$ cat config.mk
export PLATFORM = sky130hd
export DESIGN_NAME = orfc_top
export DESIGN_NICKNAME = d
export VERILOG_FILES = /design/src/core/orfc_flag.v /design/src/core/orfc_top.v
export VERILOG_INCLUDE_DIRS = /design/src /design/src/core
export SDC_FILE = /design/constraint.sdc
export NUM_CORES = 1
export LEC_CHECK = 0
export ABC_CLOCK_PERIOD_IN_PS = 1350
export CORE_MARGIN = 4
export CORE_UTILIZATION = 57
export DETAILED_ROUTE_END_ITERATION = 7
export DONT_BUFFER_PORTS = 1
export PLACE_DENSITY = 0.75
export REMOVE_ABC_BUFFERS = 1
export SKIP_CTS_REPAIR_TIMING = 1
export SYNTH_ARGS = -nofsm -noshare
export SYNTH_HDL_FRONTEND = slang
export SYNTH_SLANG_ARGS = --single-unit
$ cat constraint.sdc
create_clock -name mclk -period 1.35 [get_ports mclk]
set_input_delay 0 -clock mclk [delete_from_list [all_inputs] [get_ports mclk]]
set_output_delay 0 -clock mclk [all_outputs]
set_load 0.01 [all_outputs]
$ cat src/core/orfc_defs.vh
// Constants for the over-range flag and clock-out block.
// Assumes inclusion by bare name from core/ design files.
`ifndef ORFC_DEFS_VH
`define ORFC_DEFS_VH
`define ORFC_SAMPLE_W     9
`define ORFC_NPULSE_W     4
`define ORFC_CLKSEL_OFF   2'h0
`define ORFC_CLKSEL_COPY  2'h1
`define ORFC_CLKSEL_DIV2  2'h2
`define ORFC_CLKSEL_DIV4  2'h3
`define ORFC_VAR_SINGLE   2'h0
`define ORFC_VAR_DUAL     2'h1
`define ORFC_VAR_QUAD     2'h2
`endif

$ cat src/core/orfc_flag.v
// One channel's over-range detector with minimum pulse stretch.
// Assumes samples are synchronous to mclk; threshold and length static.
`include "orfc_defs.vh"
module orfc_flag (
    input  wire                          mclk,
    input  wire                          reset,
    input  wire                          enable,
    input  wire [`ORFC_SAMPLE_W-1:0]     sample_mag,
    input  wire [`ORFC_SAMPLE_W-1:0]     overrange_threshold,
    input  wire [`ORFC_NPULSE_W-1:0]     min_pulse_setting,
    output reg                           flag
);
    reg [`ORFC_NPULSE_W:0] hold_count;
    wire                   over = enable && (sample_mag > overrange_threshold);

    // Flag rises on over-range, held at least the programmed length
    always @(posedge mclk or posedge reset) begin
        if (reset) begin
            flag       <= 1'b0;
            hold_count <= {(`ORFC_NPULSE_W+1){1'b0}};
        end else if (over) begin
            flag       <= 1'b1;
            hold_count <= {1'b0, min_pulse_setting};
        end else if (hold_count != {(`ORFC_NPULSE_W+1){1'b0}}) begin
            hold_count <= hold_count - 1'b1;
        end else begin
            flag <= 1'b0;
        end
    end
endmodule

$ cat src/core/orfc_top.v
// Fast over-range flags for channels A-C; channel-C pin may carry a clock.
// Assumes sample magnitudes on mclk; ref clock is sampled as a pin input,
// so its frequency must stay well below half of mclk.
// Variant, threshold and select inputs are static levels on mclk.
`include "orfc_defs.vh"
// Functional notes
// - Flag high when magnitude exceeds threshold
// - Flag held for minimum pulse length
// - Channel B flag unused on single variant
// - Channel C detection only on quad
// - C pin clocks when selected and PLL on
// - Effective select zero gives flag; clock select without PLL gives low
// - Select 1 copy, 2 half, 3 quarter
// - Clock starts after the two-stage pin sync following reset release when enabled
// - Repeat output follows selected reference input when PLL on
// - Power-down stops repeat and C clock
module orfc_top (
    input  wire                          mclk,
    input  wire                          reset,
    input  wire [1:0]                    device_variant,
    input  wire [`ORFC_SAMPLE_W-1:0]     sample_mag_a,
    input  wire [`ORFC_SAMPLE_W-1:0]     sample_mag_b,
    input  wire [`ORFC_SAMPLE_W-1:0]     sample_mag_c,
    input  wire [`ORFC_SAMPLE_W-1:0]     overrange_threshold,
    input  wire [`ORFC_NPULSE_W-1:0]     min_pulse_setting,
    input  wire [1:0]                    clock_output_select,
    input  wire                          clock_override_en,
    input  wire [1:0]                    clock_override_select,
    input  wire                          pll_enable_pin,
    input  wire                          power_down_pin,
    input  wire                          ref_select_single_ended,
    input  wire                          ref_clock_diff,
    input  wire                          ref_clock_se,
    output reg                           over_range_flag_a,
    output reg                           over_range_flag_b,
    output reg                           over_range_flag_c_or_clock,
    output reg                           ref_clock_repeat_out
);
    // Bit positions of the asynchronous pins within the sync chain
    localparam integer PIN_COUNT  = 5;
    localparam integer PIN_PLL_EN = 4;
    localparam integer PIN_PD     = 3;
    localparam integer PIN_SEL_SE = 2;
    localparam integer PIN_REF_D  = 1;
    localparam integer PIN_REF_SE = 0;

    // Channel order within the per-channel vectors
    localparam integer CH_COUNT = 3;
    localparam integer CH_A     = 0;
    localparam integer CH_B     = 1;
    localparam integer CH_C     = 2;

    // Raw pin vector; only the first sync stage may read it
    wire [PIN_COUNT-1:0] pin_raw;
    assign pin_raw[PIN_PLL_EN] = pll_enable_pin;
    assign pin_raw[PIN_PD]     = power_down_pin;
    assign pin_raw[PIN_SEL_SE] = ref_select_single_ended;
    assign pin_raw[PIN_REF_D]  = ref_clock_diff;
    assign pin_raw[PIN_REF_SE] = ref_clock_se;

    // Two-stage synchronisers; metastability settles in stage one
    reg  [PIN_COUNT-1:0] sync1;
    reg  [PIN_COUNT-1:0] sync2;
    always @(posedge mclk or posedge reset) begin
        if (reset) begin
            sync1 <= 5'h00;
            sync2 <= 5'h00;
        end else begin
            sync1 <= pin_raw;
            sync2 <= sync1;
        end
    end

    // Synchronised pin levels; everything downstream reads these
    wire pll_on;
    wire pd_on;
    wire sel_se;
    wire ref_diff;
    wire ref_se;
    assign pll_on   = sync2[PIN_PLL_EN];
    assign pd_on    = sync2[PIN_PD];
    assign sel_se   = sync2[PIN_SEL_SE];
    assign ref_diff = sync2[PIN_REF_D];
    assign ref_se   = sync2[PIN_REF_SE];

    // Per-channel enables by variant; A is present on every variant
    wire en_a;
    wire en_b;
    wire en_c;
    assign en_a = 1'b1;
    assign en_b = (device_variant != `ORFC_VAR_SINGLE);
    assign en_c = (device_variant == `ORFC_VAR_QUAD);

    // Channel inputs packed so one loop builds all detectors
    wire [CH_COUNT-1:0]                enable_vec;
    wire [CH_COUNT*`ORFC_SAMPLE_W-1:0] sample_vec;
    wire [CH_COUNT-1:0]                flag_vec;
    assign enable_vec = {en_c, en_b, en_a};
    assign sample_vec = {sample_mag_c, sample_mag_b, sample_mag_a};

    // One detector per channel; a disabled one never raises its flag
    genvar gc;
    generate
        for (gc = 0; gc < CH_COUNT; gc = gc + 1) begin : g_chan
            orfc_flag u_flag (
                .mclk                (mclk),
                .reset               (reset),
                .enable              (enable_vec[gc]),
                .sample_mag          (sample_vec[gc*`ORFC_SAMPLE_W +: `ORFC_SAMPLE_W]),
                .overrange_threshold (overrange_threshold),
                .min_pulse_setting   (min_pulse_setting),
                .flag                (flag_vec[gc])
            );
        end
    endgenerate

    // Detector results by channel name
    wire flag_a;
    wire flag_b;
    wire flag_c;
    assign flag_a = flag_vec[CH_A];
    assign flag_b = flag_vec[CH_B];
    assign flag_c = flag_vec[CH_C];

    // Selected reference; both inputs are sampled, never used as clocks
    wire ref_sel;
    assign ref_sel = sel_se ? ref_se : ref_diff;

    // Override pair replaces the strap select when enabled
    wire [1:0] eff_sel;
    assign eff_sel = clock_override_en ? clock_override_select : clock_output_select;

    // Clock gating; power-down wins over the PLL enable
    wire sel_is_clock;
    wire clk_allowed;
    wire clk_mode;
    assign sel_is_clock = (eff_sel != `ORFC_CLKSEL_OFF);
    assign clk_allowed  = pll_on && !pd_on;
    assign clk_mode     = sel_is_clock && clk_allowed;

    // Rising edge of the sampled reference; prev resets to idle level
    reg  ref_prev;
    wire ref_rise;
    always @(posedge mclk or posedge reset) begin
        if (reset) begin
            ref_prev <= 1'b0;
        end else begin
            ref_prev <= ref_sel;
        end
    end
    assign ref_rise = ref_sel && !ref_prev;

    // Divider counts reference rises; bit 0 halves, bit 1 quarters
    reg [1:0] div_count;
    always @(posedge mclk or posedge reset) begin
        if (reset) begin
            div_count <= 2'h0;
        end else if (ref_rise) begin
            div_count <= div_count + 2'h1;
        end
    end

    // Clock choice for the channel-C pin; divided copies keep even duty
    reg clk_c;
    always @* begin
        case (eff_sel)
            `ORFC_CLKSEL_COPY: clk_c = ref_sel;
            `ORFC_CLKSEL_DIV2: clk_c = div_count[0];
            `ORFC_CLKSEL_DIV4: clk_c = div_count[1];
            default:           clk_c = 1'b0;
        endcase
    end

    // Next value of the channel-C pin: clock, flag or held low
    reg next_pin_c;
    always @* begin
        if (clk_mode) begin
            next_pin_c = clk_c;
        end else if (!sel_is_clock) begin
            next_pin_c = flag_c;
        end else begin
            next_pin_c = 1'b0;
        end
    end

    // Repeat output gated by PLL enable and power-down only, not by the select
    wire next_repeat;
    assign next_repeat = clk_allowed && ref_sel;

    // Flag outputs registered so the pins come straight from flops
    always @(posedge mclk or posedge reset) begin
        if (reset) begin
            over_range_flag_a <= 1'b0;
            over_range_flag_b <= 1'b0;
        end else begin
            over_range_flag_a <= flag_a;
            over_range_flag_b <= flag_b;
        end
    end

    // Channel-C pin; clock mode waits for the two-stage pin sync after reset release
    always @(posedge mclk or posedge reset) begin
        if (reset) begin
            over_range_flag_c_or_clock <= 1'b0;
        end else begin
            over_range_flag_c_or_clock <= next_pin_c;
        end
    end

    // Repeat pin; parked low while stopped, gating not aligned to reference edges
    always @(posedge mclk or posedge reset) begin
        if (reset) begin
            ref_clock_repeat_out <= 1'b0;
        end else begin
            ref_clock_repeat_out <= next_repeat;
        end
    end
endmodule

==> metrics.txt <==
# TYPE chip_impl_metric gauge
chip_impl_metric{name="port_buffer_count",unit=""} 0
chip_impl_metric{name="grtUsageTotal",unit="%"} 19.2
chip_impl_metric{name="setup_viol",unit=""} 10
chip_impl_metric{name="die-height",unit="um"} 69.5
chip_impl_info{name="setup.worst_path.class",value="reg -> reg"} 1
chip_impl_metric{name="area_occupied_by_multi_input_gates",unit="um2"} 1420
chip_impl_metric{name="worstSkewPairLatency",unit="ps"} 290
chip_impl_metric{name="drc_markers",unit=""} 0
chip_impl_info{name="status",value="finished, violations left"} 1
chip_impl_metric{name="cap_violations",unit=""} 0
chip_impl_metric{name="first_global_vias",unit=""} 1743
chip_impl_info{name="hp-class",value="in -> reg"} 1
chip_impl_info{name="cts_tree",value="done"} 1
chip_impl_info{name="critical_path.startpoint",value="g_chan[0].u_flag.hold_count[1]"} 1
chip_impl_metric{name="area_delta_synth_final",unit="%"} 33.0
chip_impl_metric{name="synth-seq-area-share",unit="%"} 40.6
chip_impl_metric{name="sinks_on_clock_net",unit=""} 35
chip_impl_metric{name="max-vdd-ir-drop",unit="uV"} 1550
chip_impl_metric{name="synthCells",unit=""} 208
chip_impl_metric{name="total_negative_setup_slack",unit="ps"} -444
chip_impl_metric{name="cp.arrival",unit="ps"} 1590
chip_impl_metric{name="yosysWarningCount",unit=""} 0
chip_impl_metric{name="share_of_final_layout_standard_cells_stronger_than_drive_strength_1",unit="%"} 31.9
chip_impl_info{name="final_common_cell",value="sky130_fd_sc_hd__dfrtp_1"} 1
chip_impl_metric{name="sum_of_net_half_perimeters_after_detailed_placement",unit="um"} 3680
chip_impl_metric{name="seqCellArea",unit="um2"} 876
chip_impl_metric{name="gpl.final_weighted_congestion",unit=""} 0.951
chip_impl_metric{name="antenna_violations_before_repair",unit=""} 0
chip_impl_metric{name="postSynthAreaPerCell",unit="um2"} 10.4
chip_impl_info{name="highest-signal-layer",value="met4"} 1
chip_impl_info{name="violations",value="setup timing"} 1
chip_impl_metric{name="synthesis.area",unit="um2"} 2160
chip_impl_metric{name="cts-htree-levels",unit=""} 2
chip_impl_metric{name="routed_wl",unit="um"} 5200
chip_impl_metric{name="post-route-min-period",unit="ps"} 1420
chip_impl_metric{name="fp.coreArea",unit="um2"} 3660
chip_impl_metric{name="leakage",unit="uW"} 0.00136
chip_impl_info{name="critical_path.reg2reg.startpoint",value="g_chan[0].u_flag.hold_count[1]"} 1
chip_impl_info{name="clockRootBuffer",value="sky130_fd_sc_hd__clkbuf_8"} 1
chip_impl_metric{name="route.vias.total",unit=""} 1703
chip_impl_metric{name="first_pass_iters",unit=""} 4
chip_impl_metric{name="dr_wl_met3",unit="um"} 337
chip_impl_info{name="mostFrequentLayoutCells",value="sky130_fd_sc_hd__dfrtp_1, sky130_fd_sc_hd__ha_1, sky130_fd_sc_hd__buf_4, sky130_fd_sc_hd__inv_1, sky130_fd_sc_hd__nand2_1"} 1
chip_impl_metric{name="cts_buffer_depth",unit=""} 2
chip_impl_metric{name="routed_metal_1_wire_length",unit="um"} 2010
chip_impl_metric{name="worst-path-max-fanout",unit=""} 4
chip_impl_metric{name="starting_utilization_of_the_core_area",unit="%"} 59.0
chip_impl_metric{name="max_slew_margin",unit="%"} 71.4
chip_impl_metric{name="timing.fmax",unit="MHz"} 702
chip_impl_metric{name="clk_transition_reported_paths",unit="ps"} 70
chip_impl_metric{name="utilization",unit="%"} 78.4
chip_impl_info{name="rsz0062_at_grt",value="yes"} 1
chip_impl_metric{name="placementRows",unit=""} 22
chip_impl_metric{name="netlist-cell-type-count",unit=""} 35
chip_impl_metric{name="pwr_density_cell",unit="nW/um2"} 1690
chip_impl_metric{name="nNetsFinal",unit=""} 340
chip_impl_info{name="holdCritStartpoint",value="clock_output_select[0]"} 1
chip_impl_metric{name="hold_viol",unit=""} 0
chip_impl_metric{name="grt_pass1_wl",unit="um"} 7500
chip_impl_metric{name="grt_max_degree",unit=""} 36
chip_impl_metric{name="final_design_area_no_fill",unit="um2"} 2870
chip_impl_metric{name="cts_inserted_buffers",unit=""} 5
chip_impl_metric{name="routed-wl-met2",unit="um"} 2740
chip_impl_metric{name="vias_per_cell",unit=""} 5.64
chip_impl_metric{name="dp_slack",unit="ps"} -378
chip_impl_metric{name="fin_ws",unit="ps"} -74.8
chip_impl_metric{name="postSynthRegisterBits",unit=""} 35
chip_impl_metric{name="report.final.slew_viol_count",unit=""} 0
chip_impl_metric{name="clock-skew-final",unit="ps"} 5.43
chip_impl_metric{name="die-area",unit="um2"} 4840
chip_impl_metric{name="total_global_routing_overflow",unit=""} 0
chip_impl_metric{name="post-layout-total-power",unit="uW"} 4860
chip_impl_metric{name="min_period_over_period",unit="%"} 106
chip_impl_info{name="critical_path.startpoint_type",value="flip-flop"} 1
chip_impl_metric{name="worst-endpoint-required",unit="ps"} 1520
chip_impl_metric{name="antenna-diode-count",unit=""} 0
chip_impl_info{name="crit_path_end_kind",value="flip-flop"} 1
chip_impl_metric{name="postRouteAntennaNets",unit=""} 0
chip_impl_metric{name="nFillCells",unit=""} 236
chip_impl_metric{name="post_dp_cell_area",unit="um2"} 2400
chip_impl_metric{name="die-width",unit="um"} 69.5
chip_impl_metric{name="tightest_slew",unit="ps"} 429
chip_impl_metric{name="dr.first_iter.drc_count",unit=""} 56
chip_impl_metric{name="post_drt_wl_per_cell",unit="um"} 17.2
chip_impl_metric{name="pin_count",unit=""} 58
-- flip-flops by register name, indices dropped and copies added (netlist names) --
register	flops
g_chan.u_flag.hold_count	15
ref_prev	1
div_count	2
over_range_flag_a	1
over_range_flag_c_or_clock	1
sync1	5
g_chan.u_flag.flag	3
ref_clock_repeat_out	1
sync2	5
over_range_flag_b	1
-- report_power, final --
group / total, uW / internal [uW] / leakage (uW) / switching (uW)
Combinational: 2410 / 1320 / 0.000913 / 1090
Clock: 741 / 358 / 0.0000402 / 383
Sequential: 1710 / 1390 / 0.000410 / 321
Total: 4860 / 3070 / 0.00136 / 1800
-- area by class of cell --
cell class / count / share of cell area (%)
multi-input combinational: 149 / 49.5
inverter: 24 / 3.14
sequential: 35 / 30.5
tap: 48 / 2.09
timing repair buffer: 38 / 11.7
clock buffer: 5 / 2.40
clock inverter: 3 / 0.697
-- synthesized netlist by cell type (all sizes together) --
master	count	area share [%]
a2111oi	2	2.0
a211oi	3	1.0
a21boi	2	0.70
a21o	4	1.4
a21oi	12	2.8
a31oi	1	0.29
and3	1	0.29
and4	1	0.41
dfrtp	35	41
ha	33	19
inv	24	4.2
mux2	9	4.7
mux2i	6	2.8
nand2	20	3.5
nand2b	1	0.29
nand3	2	0.46
nand3b	1	0.35
nand4	4	1.4
nor2	12	2.1
nor2b	4	1.2
nor3	4	1.2
nor4b	1	0.41
o211ai	3	1.0
o21a	1	0.35
o21ai	6	1.6
o221ai	1	0.41
o31a	1	0.41
or3	5	1.4
xnor2	5	2.0
xor2	4	1.6
-- through the flow --
step                      hold WS (ps)  instances
after detailed placement          24.9        280
final                            0.576        302
after CTS                         -286        288
after floorplan                   31.4        208
after global routing              51.5        302
after global placement           -1.42        280
-- final timing paths --
check                                                 end  slack [ps]  cells past startpoint
max                        g_chan[0].u_flag.hold_count[1]         -70                      7
min                            over_range_flag_c_or_clock         0.6                      3
max reg2reg                g_chan[0].u_flag.hold_count[1]         -70                      7
min reg2reg                                      sync2[1]         350                      0
max in group asynchronous  g_chan[1].u_flag.hold_count[2]         750                      3
min in group asynchronous                        ref_prev         280                      3
-- per-layer routing --
metal  global-route usage [%]  up-vias
met5                        0        -
met4                     7.59        0
met3                     5.65       12
met2                     33.9       72
met1                     21.6      799
li1                         -      820
-- cell families after synthesis --
kind of cell	count (synthesis)	share of synthesized area, %
buf+inv	24	4.17
simple gates	56	13.0
mux	15	7.48
flops	35	40.6
xor+xnor	9	3.65
fa+ha+maj	33	19.1
compound gates	36	12.0
-- worst max-delay path, stage by stage (launching register included) --
cell                      delay (ps)
sky130_fd_sc_hd__dfrtp_1         410
sky130_fd_sc_hd__inv_2            90
sky130_fd_sc_hd__ha_4            130
sky130_fd_sc_hd__nor2b_4         170
sky130_fd_sc_hd__nand2_4          80
sky130_fd_sc_hd__nor2_2          110
sky130_fd_sc_hd__a21oi_1          60
sky130_fd_sc_hd__mux2_4          270
Note: power is estimated with default switching activity, not from simulation.
